===== config.mk =====
export PLATFORM = sky130hd
export DESIGN_NAME = epc_cmd_top
export DESIGN_NICKNAME = d
export VERILOG_FILES = /design/src/hdl/epc_sync.v /design/src/hdl/epc_field_store.v /design/src/hdl/epc_cmd_top.v
export VERILOG_INCLUDE_DIRS = /design/src /design/src/hdl
export SDC_FILE = /design/constraint.sdc
export NUM_CORES = 1
export LEC_CHECK = 0
export ABC_AREA = 1
export BUFFER_PORTS_ARGS = -buffer_cell sky130_fd_sc_hd__buf_2
export CORE_MARGIN = 1.5
export CORE_UTILIZATION = 45
export DETAILED_ROUTE_END_ITERATION = 7
export PLACE_DENSITY = 0.59
export SLEW_MARGIN = 20
export SYNTH_ARGS = -nofsm -noshare
export SYNTH_HDL_FRONTEND = slang
export SYNTH_SLANG_ARGS = --single-unit
export TNS_END_PERCENT = 30

===== constraint.sdc =====
create_clock -name clk -period 5.3 [get_ports clk]
set_clock_uncertainty 0.1 [all_clocks]
set_input_delay 1.06 -clock clk [delete_from_list [all_inputs] [get_ports clk]]
set_output_delay 1.06 -clock clk [all_outputs]
set_load 0.05 [all_outputs]

===== src/hdl/epc_defines.vh =====
// Command, status, reset and layout constants of the parameter channel interpreter
`ifndef EPC_DEFINES_VH
`define EPC_DEFINES_VH

// ****************************************
// Command bytes
// ****************************************
`define EPC_CMD_READ      8'h4a
`define EPC_CMD_STORE     8'h4b
`define EPC_CMD_FSTAT     8'h4c
`define EPC_CMD_CREATE    8'h4d
`define EPC_CMD_FREE      8'h4e
`define EPC_CMD_KEYCH     8'h4f
`define EPC_CMD_STATUS    8'h50
`define EPC_CMD_TYPE      8'h52
`define EPC_CMD_RESET     8'h53
`define EPC_CMD_ADDR      8'h55
`define EPC_CMD_SERIAL    8'h56
`define EPC_CMD_CONF      8'h57

// ****************************************
// Status codes
// ****************************************
`define EPC_ST_OK         8'h00
`define EPC_ST_TABLE      8'h03
`define EPC_ST_ICSUM      8'h06
`define EPC_ST_WDOG       8'h07
`define EPC_ST_CHKSUM     8'h0a
`define EPC_ST_UNKNOWN    8'h0b
`define EPC_ST_LEN        8'h0c
`define EPC_ST_RANGE      8'h0d
`define EPC_ST_PROT       8'h0e
`define EPC_ST_KEY        8'h0f
`define EPC_ST_FIXED      8'h10
`define EPC_ST_WORD       8'h11
`define EPC_ST_NOFIELD    8'h12
`define EPC_ST_EMITTER    8'h1d
`define EPC_ST_TEMP       8'h1e
`define EPC_ST_SPEED      8'h1f
`define EPC_ST_SINGLE     8'h20

// ****************************************
// Reset values and layout
// ****************************************
`define EPC_RST_KEY       8'h55
`define EPC_RST_ADDR      8'h40
`define EPC_RST_MODE      8'he4
`define EPC_MAX_ADDR      8'h7f
`define EPC_ERR_FLAG      8'h80
`define EPC_ARGS_NONE     4'hf
`define EPC_ATTR_PROT     0
`define EPC_ATTR_FIXED    1
`define EPC_FAULT_BITS    6

`endif


===== src/hdl/epc_sync.v =====
// Two flip-flop synchroniser for a group of independent level inputs
`timescale 1ns/1ns
module epc_sync #(
  parameter WIDTH = 1
) (
  input  wire             clk,
  input  wire             rst,
  input  wire [WIDTH-1:0] d,
  output wire [WIDTH-1:0] q
);

  reg [WIDTH-1:0] meta_reg;
  reg [WIDTH-1:0] sync_reg;

  genvar i;
  generate
    for (i = 0; i < WIDTH; i = i + 1) begin : g_bit
      always @(posedge clk or posedge rst) begin
        if (rst) begin
          meta_reg[i] <= 1'b0;
          sync_reg[i] <= 1'b0;
        end else begin
          meta_reg[i] <= d[i];
          sync_reg[i] <= meta_reg[i];
        end
      end
    end
  endgenerate

  assign q = sync_reg;

endmodule // epc_sync


===== src/hdl/epc_field_store.v =====
// Data field store: byte words, per field size and attributes, free space
`timescale 1ns/1ns
`include "epc_defines.vh"
module epc_field_store #(
  parameter FIELD_BITS = 2,
  parameter WORD_BITS  = 4
) (
  input  wire                  clk,
  input  wire                  rst,
  input  wire [FIELD_BITS-1:0] field,
  input  wire [WORD_BITS-1:0]  word,
  input  wire                  wr_en,
  input  wire [7:0]            wr_data,
  output reg  [7:0]            rd_data,
  input  wire                  create_en,
  input  wire [WORD_BITS:0]    create_size,
  input  wire [1:0]            create_attr,
  output wire                  f_created,
  output wire [WORD_BITS:0]    f_size,
  output wire                  f_fixed,
  output wire                  f_prot,
  output reg  [7:0]            free_words
);

  localparam NFIELD = 1 << FIELD_BITS;
  localparam NWORDS = 1 << WORD_BITS;

  reg [7:0]         mem [0:NFIELD*NWORDS-1];
  reg [NFIELD-1:0]  created_reg;
  reg [NFIELD-1:0]  fixed_reg;
  reg [NFIELD-1:0]  prot_reg;
  reg [WORD_BITS:0] size_reg [0:NFIELD-1];
  integer           k;

  assign f_created = created_reg[field];
  assign f_size    = size_reg[field];
  assign f_fixed   = fixed_reg[field];
  assign f_prot    = prot_reg[field];

  // Memory has no reset so it can map onto block RAM
  always @(posedge clk) begin
    if (wr_en) begin
      mem[{field, word}] <= wr_data;
    end
    rd_data <= mem[{field, word}];
  end

  always @(posedge clk or posedge rst) begin
    if (rst) begin
      created_reg <= {NFIELD{1'b0}};
      fixed_reg   <= {NFIELD{1'b0}};
      prot_reg    <= {NFIELD{1'b0}};
      for (k = 0; k < NFIELD; k = k + 1) begin
        size_reg[k] <= {(WORD_BITS+1){1'b0}};
      end
    end else if (create_en) begin
      created_reg[field] <= 1'b1;
      fixed_reg[field]   <= create_attr[`EPC_ATTR_FIXED];
      prot_reg[field]    <= create_attr[`EPC_ATTR_PROT];
      size_reg[field]    <= create_size;
    end
  end

  always @* begin
    free_words = 8'd1 << (FIELD_BITS + WORD_BITS);
    for (k = 0; k < NFIELD; k = k + 1) begin
      free_words = free_words - {{(7-WORD_BITS){1'b0}}, size_reg[k]};
    end
  end

endmodule // epc_field_store


===== src/hdl/epc_cmd_top.v =====
// Parameter channel command interpreter of the motor feedback encoder
// Behaviour
// - Half-duplex link, driver enabled only while replying
// - Decode data field read/store/status/create/free commands
// - Command 56h returns serial number and version
// - Command 55h assigns a new bus address
// - Command 57h changes serial line settings
// - Vital-parameter commands carry a checked key byte
// - Key byte holds 55h after reset
// - Status 00h when no fault found
// - Status 03h table corrupt, 06h checksum fail
// - Status 07h after watchdog caused reset
// - Status 0Ah on frame checksum mismatch
// - Status 0Bh on unimplemented command byte
// - Status 0Ch on wrong data byte count
// - Status 0Dh on argument out of range
// - Refuse protected field writes, status 0Eh
// - Status 0Fh when key does not match
// - Status 10h when resizing a fixed field
// - Status 11h when word beyond field end
// - Status 12h on access to missing field
// - Status 1Fh overspeed, 20h single-turn unreliable
// - Status 1Dh on critical emitter current
// - Status 1Eh on critical temperature
`timescale 1ns/1ns
`include "epc_defines.vh"
module epc_cmd_top #(
  parameter        FIELD_BITS = 2,
  parameter        WORD_BITS  = 4,
  parameter [31:0] SERIAL_NO  = 32'h0001_0203, // Arbitrary value
  parameter [7:0]  FW_VERSION = 8'h10,         // Arbitrary value
  parameter [7:0]  TYPE_ID    = 8'h3c          // Arbitrary value
) (
  input  wire       clk,
  input  wire       rst,
  input  wire [7:0] rx_byte,
  input  wire       rx_valid,
  input  wire       rx_end,
  output reg  [7:0] tx_byte_reg,
  output reg        tx_valid_reg,
  input  wire       tx_ready,
  output reg        line_drive_en_reg,
  output reg        busy_reg,
  output reg  [7:0] fault_code_reg,
  output reg  [7:0] bus_addr_reg,
  output reg  [7:0] line_mode_reg,
  output reg        soft_reset_reg,
  input  wire       table_bad_in,
  input  wire       int_csum_bad_in,
  input  wire       overspeed_in,
  input  wire       single_bad_in,
  input  wire       emitter_crit_in,
  input  wire       temp_crit_in,
  input  wire       wdog_cause_in
);

  localparam NFIELD = 1 << FIELD_BITS;
  localparam NWORDS = 1 << WORD_BITS;
  localparam [7:0] NFIELD_B = NFIELD;
  localparam [7:0] NWORDS_B = NWORDS;

  localparam [2:0] S_IDLE  = 3'd0;
  localparam [2:0] S_EXEC  = 3'd1;
  localparam [2:0] S_MEM   = 3'd2;
  localparam [2:0] S_START = 3'd3;
  localparam [2:0] S_SEND  = 3'd4;

  // ****************************************
  // Expected argument count per command
  // ****************************************
  function [3:0] epc_arg_count;
    input [7:0] c;
    begin
      case (c)
        `EPC_CMD_READ:   epc_arg_count = 4'd2;
        `EPC_CMD_STORE:  epc_arg_count = 4'd4;
        `EPC_CMD_FSTAT:  epc_arg_count = 4'd1;
        `EPC_CMD_CREATE: epc_arg_count = 4'd4;
        `EPC_CMD_FREE:   epc_arg_count = 4'd0;
        `EPC_CMD_KEYCH:  epc_arg_count = 4'd2;
        `EPC_CMD_STATUS: epc_arg_count = 4'd0;
        `EPC_CMD_TYPE:   epc_arg_count = 4'd0;
        `EPC_CMD_RESET:  epc_arg_count = 4'd0;
        `EPC_CMD_ADDR:   epc_arg_count = 4'd2;
        `EPC_CMD_SERIAL: epc_arg_count = 4'd0;
        `EPC_CMD_CONF:   epc_arg_count = 4'd2;
        default:         epc_arg_count = `EPC_ARGS_NONE;
      endcase
    end
  endfunction

  reg  [2:0] state_reg;
  reg  [7:0] rx_buf [0:7];
  reg  [3:0] rx_cnt_reg;
  reg  [7:0] rx_xor_reg;
  reg        rx_ovf_reg;
  reg  [7:0] rep [0:7];
  reg  [3:0] rep_len_reg;
  reg  [3:0] tx_idx_reg;
  reg  [7:0] tx_xor_reg;
  reg  [7:0] key_reg;
  reg        wr_en_reg;
  reg        create_en_reg;
  reg  [1:0] boot_cnt_reg;
  reg        wdog_seen_reg;
  reg  [7:0] err_c;
  reg  [7:0] sensor_c;
  reg  [3:0] exp_n;

  wire [7:0] cmd     = rx_buf[1];
  wire [7:0] arg0    = rx_buf[2];
  wire [7:0] arg1    = rx_buf[3];
  wire [7:0] arg2    = rx_buf[4];
  wire [3:0] nargs   = rx_cnt_reg - 4'd3;
  wire [7:0] key_arg = rx_buf[rx_cnt_reg[2:0] - 3'd2];
  wire       key_bad = key_arg != key_reg;
  wire [5:0] flt;
  wire [7:0] rd_data;
  wire       f_created;
  wire [WORD_BITS:0] f_size;
  wire       f_fixed;
  wire       f_prot;
  wire [7:0] free_words;
  wire       wdog_sync;

  // ****************************************
  // Synchronised fault pins
  // ****************************************
  epc_sync #(.WIDTH(`EPC_FAULT_BITS + 1)) u_sync (
    .clk (clk),
    .rst (rst),
    .d   ({wdog_cause_in, temp_crit_in, emitter_crit_in, single_bad_in,
           overspeed_in, int_csum_bad_in, table_bad_in}),
    .q   ({wdog_sync, flt})
  );

  epc_field_store #(.FIELD_BITS(FIELD_BITS), .WORD_BITS(WORD_BITS)) u_store (
    .clk         (clk),
    .rst         (rst),
    .field       (arg0[FIELD_BITS-1:0]),
    .word        (arg1[WORD_BITS-1:0]),
    .wr_en       (wr_en_reg),
    .wr_data     (arg2),
    .rd_data     (rd_data),
    .create_en   (create_en_reg),
    .create_size (arg1[WORD_BITS:0]),
    .create_attr (arg2[1:0]),
    .f_created   (f_created),
    .f_size      (f_size),
    .f_fixed     (f_fixed),
    .f_prot      (f_prot),
    .free_words  (free_words)
  );

  // ****************************************
  // Sensor fault priority, highest first
  // ****************************************
  always @* begin
    sensor_c = `EPC_ST_OK;
    if (flt[0]) sensor_c = `EPC_ST_TABLE;
    else if (flt[1]) sensor_c = `EPC_ST_ICSUM;
    else if (flt[2]) sensor_c = `EPC_ST_SPEED;
    else if (flt[3]) sensor_c = `EPC_ST_SINGLE;
    else if (flt[4]) sensor_c = `EPC_ST_EMITTER;
    else if (flt[5]) sensor_c = `EPC_ST_TEMP;
  end

  // ****************************************
  // Frame check, first failing test wins
  // ****************************************
  always @* begin
    err_c = `EPC_ST_OK;
    exp_n = epc_arg_count(cmd);
    if (rx_xor_reg != 8'h00) begin
      err_c = `EPC_ST_CHKSUM;
    end else if (exp_n == `EPC_ARGS_NONE) begin
      err_c = `EPC_ST_UNKNOWN;
    end else if (rx_ovf_reg || nargs != exp_n) begin
      err_c = `EPC_ST_LEN;
    end else begin
      case (cmd)
        `EPC_CMD_READ: begin
          if (arg0 >= NFIELD_B) err_c = `EPC_ST_RANGE;
          else if (!f_created) err_c = `EPC_ST_NOFIELD;
          else if ({3'h0, arg1[WORD_BITS:0]} >= {3'h0, f_size} || arg1 >= NWORDS_B)
            err_c = `EPC_ST_WORD;
        end
        `EPC_CMD_STORE: begin
          if (arg0 >= NFIELD_B) err_c = `EPC_ST_RANGE;
          else if (key_bad) err_c = `EPC_ST_KEY;
          else if (!f_created) err_c = `EPC_ST_NOFIELD;
          else if (f_prot) err_c = `EPC_ST_PROT;
          else if ({3'h0, arg1[WORD_BITS:0]} >= {3'h0, f_size} || arg1 >= NWORDS_B)
            err_c = `EPC_ST_WORD;
        end
        `EPC_CMD_FSTAT: begin
          if (arg0 >= NFIELD_B) err_c = `EPC_ST_RANGE;
          else if (!f_created) err_c = `EPC_ST_NOFIELD;
        end
        `EPC_CMD_CREATE: begin
          if (arg0 >= NFIELD_B || arg1 == 8'h00 || arg1 > NWORDS_B)
            err_c = `EPC_ST_RANGE;
          else if (key_bad) err_c = `EPC_ST_KEY;
          else if (f_created && f_fixed) err_c = `EPC_ST_FIXED;
        end
        `EPC_CMD_ADDR: begin
          if (arg0 > `EPC_MAX_ADDR) err_c = `EPC_ST_RANGE;
          else if (key_bad) err_c = `EPC_ST_KEY;
        end
        `EPC_CMD_CONF: begin
          if (key_bad) err_c = `EPC_ST_KEY;
        end
        `EPC_CMD_KEYCH: begin
          if (arg0 != key_reg) err_c = `EPC_ST_KEY;
        end
        default: err_c = `EPC_ST_OK;
      endcase
    end
  end

  // ****************************************
  // Receive, execute and reply
  // ****************************************
  always @(posedge clk or posedge rst) begin
    if (rst) begin
      state_reg         <= S_IDLE;
      rx_cnt_reg        <= 4'h0;
      rx_xor_reg        <= 8'h00;
      rx_ovf_reg        <= 1'b0;
      rep_len_reg       <= 4'h0;
      tx_idx_reg        <= 4'h0;
      tx_xor_reg        <= 8'h00;
      tx_byte_reg       <= 8'h00;
      tx_valid_reg      <= 1'b0;
      line_drive_en_reg <= 1'b0;
      busy_reg          <= 1'b0;
      fault_code_reg    <= `EPC_ST_OK;
      bus_addr_reg      <= `EPC_RST_ADDR;
      line_mode_reg     <= `EPC_RST_MODE;
      key_reg           <= `EPC_RST_KEY;
      soft_reset_reg    <= 1'b0;
      wr_en_reg         <= 1'b0;
      create_en_reg     <= 1'b0;
      boot_cnt_reg      <= 2'd0;
      wdog_seen_reg     <= 1'b0;
    end else begin
      wr_en_reg      <= 1'b0;
      create_en_reg  <= 1'b0;
      soft_reset_reg <= 1'b0;
      // Watchdog cause is a strap, caught once the synchroniser has settled
      if (boot_cnt_reg != 2'd3) begin
        boot_cnt_reg <= boot_cnt_reg + 2'd1;
      end else if (!wdog_seen_reg) begin
        wdog_seen_reg <= 1'b1;
        if (wdog_sync) fault_code_reg <= `EPC_ST_WDOG;
      end
      case (state_reg)
        S_IDLE: begin
          if (rx_valid) begin
            if (rx_cnt_reg[3]) begin
              rx_ovf_reg <= 1'b1;
            end else begin
              rx_buf[rx_cnt_reg[2:0]] <= rx_byte;
              rx_cnt_reg <= rx_cnt_reg + 4'h1;
            end
            rx_xor_reg <= rx_xor_reg ^ rx_byte;
          end else if (rx_end) begin
            // Frames for other addresses or too short to name a command are dropped
            if (rx_cnt_reg >= 4'd2 && rx_buf[0] == bus_addr_reg) begin
              state_reg <= S_EXEC;
              busy_reg  <= 1'b1;
            end else begin
              rx_cnt_reg <= 4'h0;
              rx_xor_reg <= 8'h00;
              rx_ovf_reg <= 1'b0;
            end
          end
        end
        S_EXEC: begin
          rep[0]      <= bus_addr_reg;
          rep[1]      <= cmd;
          rep_len_reg <= 4'd2;
          state_reg   <= S_START;
          if (err_c != `EPC_ST_OK) begin
            // A failed command, guarded ones included, changes nothing but the code
            rep[1]         <= cmd | `EPC_ERR_FLAG;
            rep[2]         <= err_c;
            rep_len_reg    <= 4'd3;
            fault_code_reg <= err_c;
          end else begin
            case (cmd)
              `EPC_CMD_READ: begin
                rep_len_reg <= 4'd3;
                state_reg   <= S_MEM;
              end
              `EPC_CMD_STORE: wr_en_reg <= 1'b1;
              `EPC_CMD_FSTAT: begin
                rep[2]      <= {6'h00, f_fixed, f_prot};
                rep[3]      <= {3'h0, f_size};
                rep_len_reg <= 4'd4;
              end
              `EPC_CMD_CREATE: create_en_reg <= 1'b1;
              `EPC_CMD_FREE: begin
                rep[2]      <= free_words;
                rep_len_reg <= 4'd3;
              end
              `EPC_CMD_KEYCH: key_reg <= arg1;
              `EPC_CMD_STATUS: begin
                rep[2]         <= fault_code_reg;
                rep_len_reg    <= 4'd3;
                fault_code_reg <= `EPC_ST_OK;
              end
              `EPC_CMD_TYPE: begin
                rep[2]      <= TYPE_ID;
                rep_len_reg <= 4'd3;
              end
              `EPC_CMD_RESET: begin
                fault_code_reg <= `EPC_ST_OK;
                soft_reset_reg <= 1'b1;
              end
              `EPC_CMD_ADDR: begin
                bus_addr_reg <= arg0;
                rep[0]       <= arg0;
              end
              `EPC_CMD_SERIAL: begin
                rep[2]      <= SERIAL_NO[31:24];
                rep[3]      <= SERIAL_NO[23:16];
                rep[4]      <= SERIAL_NO[15:8];
                rep[5]      <= SERIAL_NO[7:0];
                rep[6]      <= FW_VERSION;
                rep_len_reg <= 4'd7;
              end
              `EPC_CMD_CONF: line_mode_reg <= arg0;
              default: rep_len_reg <= 4'd2;
            endcase
          end
        end
        S_MEM: begin
          rep[2]    <= rd_data;
          state_reg <= S_START;
        end
        S_START: begin
          tx_byte_reg       <= rep[0];
          tx_xor_reg        <= rep[0];
          tx_idx_reg        <= 4'd1;
          tx_valid_reg      <= 1'b1;
          line_drive_en_reg <= 1'b1;
          state_reg         <= S_SEND;
        end
        S_SEND: begin
          if (tx_ready) begin
            if (tx_idx_reg < rep_len_reg) begin
              tx_byte_reg <= rep[tx_idx_reg[2:0]];
              tx_xor_reg  <= tx_xor_reg ^ rep[tx_idx_reg[2:0]];
              tx_idx_reg  <= tx_idx_reg + 4'd1;
            end else if (tx_idx_reg == rep_len_reg) begin
              tx_byte_reg <= tx_xor_reg;
              tx_idx_reg  <= tx_idx_reg + 4'd1;
            end else begin
              // Driver released right after the checksum byte
              tx_valid_reg      <= 1'b0;
              line_drive_en_reg <= 1'b0;
              busy_reg          <= 1'b0;
              rx_cnt_reg        <= 4'h0;
              rx_xor_reg        <= 8'h00;
              rx_ovf_reg        <= 1'b0;
              state_reg         <= S_IDLE;
            end
          end
        end
        default: state_reg <= S_IDLE;
      endcase
      // Live sensor faults override any other update of the code
      if (sensor_c != `EPC_ST_OK) begin
        fault_code_reg <= sensor_c;
      end
    end
  end

endmodule // epc_cmd_top


==> flow_metrics.tcl <==
set metrics [dict create \
    run_status "complete, no violations" \
    synth_enable_flop_cells 613 \
    detailed_route_wire_length_per_cell_um 23.1 \
    critical_path.most_common_cell "sky130_fd_sc_hd__nand2_1" \
    yosys.area_share.xor_xnor 0.00423 \
    layout_nets 2701 \
    post_synth_instance_area_sq_um 31000 \
    crit_required_ns 5.46 \
    mostFrequentLayoutCells "613 x sky130_fd_sc_hd__edfxtp_1, 551 x sky130_fd_sc_hd__nand2_1, 204 x sky130_fd_sc_hd__nor2_1, 202 x sky130_fd_sc_hd__inv_1, 132 x sky130_fd_sc_hd__nand3_1" \
    first_pass_grt_wire_length_um 126000 \
    synth_adder_area_share 0.0176 \
    clock_sink_count 746 \
    worstSetupStartpointType "register" \
    place_congestion 0.936 \
    worst_ep_arrival_time_ns 4.61 \
    via_to_cell_ratio 5.64 \
    insertedDiodeCount 0 \
    synth_seq_area_share 0.699 \
    synth-compound-area-share 0.0956 \
    fin_hold_ws_ns 0.251 \
    largest_register_ff_count 512 \
    dominantRegCellSynth "sky130_fd_sc_hd__edfxtp_1" \
    final-hold-violation-count 0 \
    clock_tree_from_tritoncts "done" \
    track_usage 0.238 \
    post-cts-setup-buffer-count 0 \
    clk_pin_slew_ns 0.06 \
    setup.worst_path.end_class "register" \
    largest_register "u_store.mem" \
    worst-setup-path-type "register to register" \
    floorplan.die_area_sq_um 70600 \
    area_share_of_and_or_nand_nor_cells_after_synthesis 0.142 \
    rows 96 \
    cts_root_buf "sky130_fd_sc_hd__clkbuf_16" \
    tightest_slew_ns 0.969 \
    cell_by_cell_trace_of_the_critical_path "inv_1 -> nor2_1 -> a22o_1 -> a221oi_1 -> ha_1 -> a21oi_1 -> o21a_1 -> o2111ai_1 -> nand2_1 -> nand4_1 -> a21oi_1 -> nand2_1 -> a21oi_1 -> nand2_1 -> nor3_2 -> inv_1 -> nand2_1 -> nor3_1 -> nand4_1" \
    ctsResizeCount 0 \
    ys_warn_count 0 \
    slowest_delay_ns 0.50 \
    cts_buffer_depth 3 \
    final_antenna_net_count 0 \
    power_density_nw_per_um2 413 \
    worst_slew_margin_rel 0.352 \
    final_layout_size_suffix_gt1_frac 0.104 \
    fillers 5922 \
    die_width_um 266 \
    synth-async-reset-ratio 0.168 \
    dominant_combinational_cell_family_by_area_after_synthesis "simple AND/OR/NAND/NOR gates" \
    postSynthNetCount 2624 \
    seq_area_sq_um 21700 \
    vdd_drop_max_mv 0.297 \
    drt-pass1-iter-count 5 \
    synthCells 2567 \
    grt_setup_unrepaired "false" \
    multi_input_area_sq_um 8150 \
    layout_commonest_cell "sky130_fd_sc_hd__edfxtp_1" \
    final_critical_delay_including_setup_and_external_delays_ns 4.45 \
    grt_antenna_before_repair 0 \
    synth_mux_area_frac 0.00105 \
    post-route-period-util 0.839 \
    clock_insertion_delay_worst_skew_ns 0.63 \
    place.detailed.hpwl_um 52200 \
    grt_pass1_vias 20094 \
    setup_tns_ns 0 \
    grt-ovfl-total 0 \
    cts_htree_levels 3 \
    postCtsHoldBufs 0 \
    routed-via-count 20270 \
    drt_iter0_markers 1855 \
    crit_fanout 8 \
    chipHeight_um 266 \
    detail_route.drc_violations 0 \
    initial_core_util 0.453 \
    ys_ff_latch 746 \
    static-leakage-power_uw 0.0130 \
    hp-class "register to register" \
    routed_wl_um 82900 \
    max-cap-violations 0 \
    cts-buffers-inserted 81 \
    floorplan.core_area_sq_um 68500 \
    yosys.cell_types.count 53 \
    avgSynthCellArea_sq_um 12.1 \
    max_slew_violation_count 0 \
    max_freq_ghz 0.225 \
    placement.io_buffers 55 \
    timing.critical_path.slowest_stage_cell "sky130_fd_sc_hd__edfxtp_1" \
    setup_viol 0 \
    area_growth_pct 13.4 \
    ioPinCount 56 \
    grt_start_max_net_pins 130 \
]
## worst max-delay path: cells and delay by family (launching register included)
family,cells,cell delay [ns]
buffers and inverters,2,0.40
AO/OA/AOI/OAI,7,1.37
flip-flops,1,0.50
AND/OR/NAND/NOR,9,1.37
adder cells (fa/ha/maj),1,0.34
## cells by family (layout without fill, tap and decap cells)
kind of cell,Yosys count,in the layout
AND/OR/NAND/NOR,1024,1024
flip-flops,746,746
AO/OA/AOI/OAI,429,429
buffers and inverters,313,458
adder cells (fa/ha/maj),37,37
XOR/XNOR,15,15
multiplexers,3,3
## per-layer routing
metal	GRT usage	vias to the layer above	routed length [um]
met2	0.402	630	41000
met3	0.0338	138	4090
li1	-	9407	-
met1	0.316	10095	35200
met5	0	-	0
met4	0.0806	0	2670
## cells in the mapped netlist (19+ instances only)
cell type                  number  share of area
sky130_fd_sc_hd__nor2_1       204          0.025
sky130_fd_sc_hd__o21ai_0      103          0.017
sky130_fd_sc_hd__a31oi_1       19         0.0038
sky130_fd_sc_hd__a221oi_1      68          0.019
sky130_fd_sc_hd__nand3_1      132          0.021
sky130_fd_sc_hd__inv_1        203          0.025
sky130_fd_sc_hd__nor3_1        21         0.0034
sky130_fd_sc_hd__a22oi_1       88          0.021
sky130_fd_sc_hd__dfrtp_1      116          0.094
sky130_fd_sc_hd__nand2_1      551          0.067
sky130_fd_sc_hd__ha_1          26          0.010
sky130_fd_sc_hd__a21oi_1       45         0.0073
sky130_fd_sc_hd__nand4_1       75          0.015
sky130_fd_sc_hd__edfxtp_1     613           0.59
sky130_fd_sc_hd__a22o_1        44          0.012
sky130_fd_sc_hd__clkbuf_1      71         0.0086
## through the flow
step,utilization,cells,setup WS [ns],area (sq um),total power (uW)
final,0.514,3594,0.852,35200,14500
after global routing,0.514,3594,0.414,35200,15100
after CTS,0.514,3594,0.857,35200,14600
after detailed placement,0.473,3443,0.896,32400,8790
after global placement,0.473,3443,1.08,32400,8750
after floorplan,-,2567,0.610,31000,8260
## layout make-up
type,instances,share of cell area
Sequential cell,746,0.617
Multi-Input combinational cell,1508,0.231
Timing Repair Buffer,92,0.0175
Tap cell,882,0.0314
Inverter,215,0.0231
Clock buffer,108,0.0640
Clock inverter,43,0.0158
## power by group
group,internal (uW),switching [uW]
sequential,6510,144
clock,3510,2340
combinational,574,1440
## worst paths after layout
path	start	to	slack, ns	cells after the start
max	rx_buf[2][0]$_DFFE_PP_	rep[2][5]$_DFFE_PP_	0.85	19
min	u_sync.meta_reg[5]$_DFF_PP0_	u_sync.q[5]$_DFF_PP0_	0.25	0
max reg2reg	rx_buf[2][0]$_DFFE_PP_	rep[2][5]$_DFFE_PP_	0.85	19
min reg2reg	u_sync.meta_reg[5]$_DFF_PP0_	u_sync.q[5]$_DFF_PP0_	0.25	0
max in group asynchronous	rst	u_sync.meta_reg[3]$_DFF_PP0_	3.78	3
min in group asynchronous	rst	key_reg[7]$_DFFE_PP0P_	0.76	3
No activity file was read; power rests on OpenSTA's default activity.
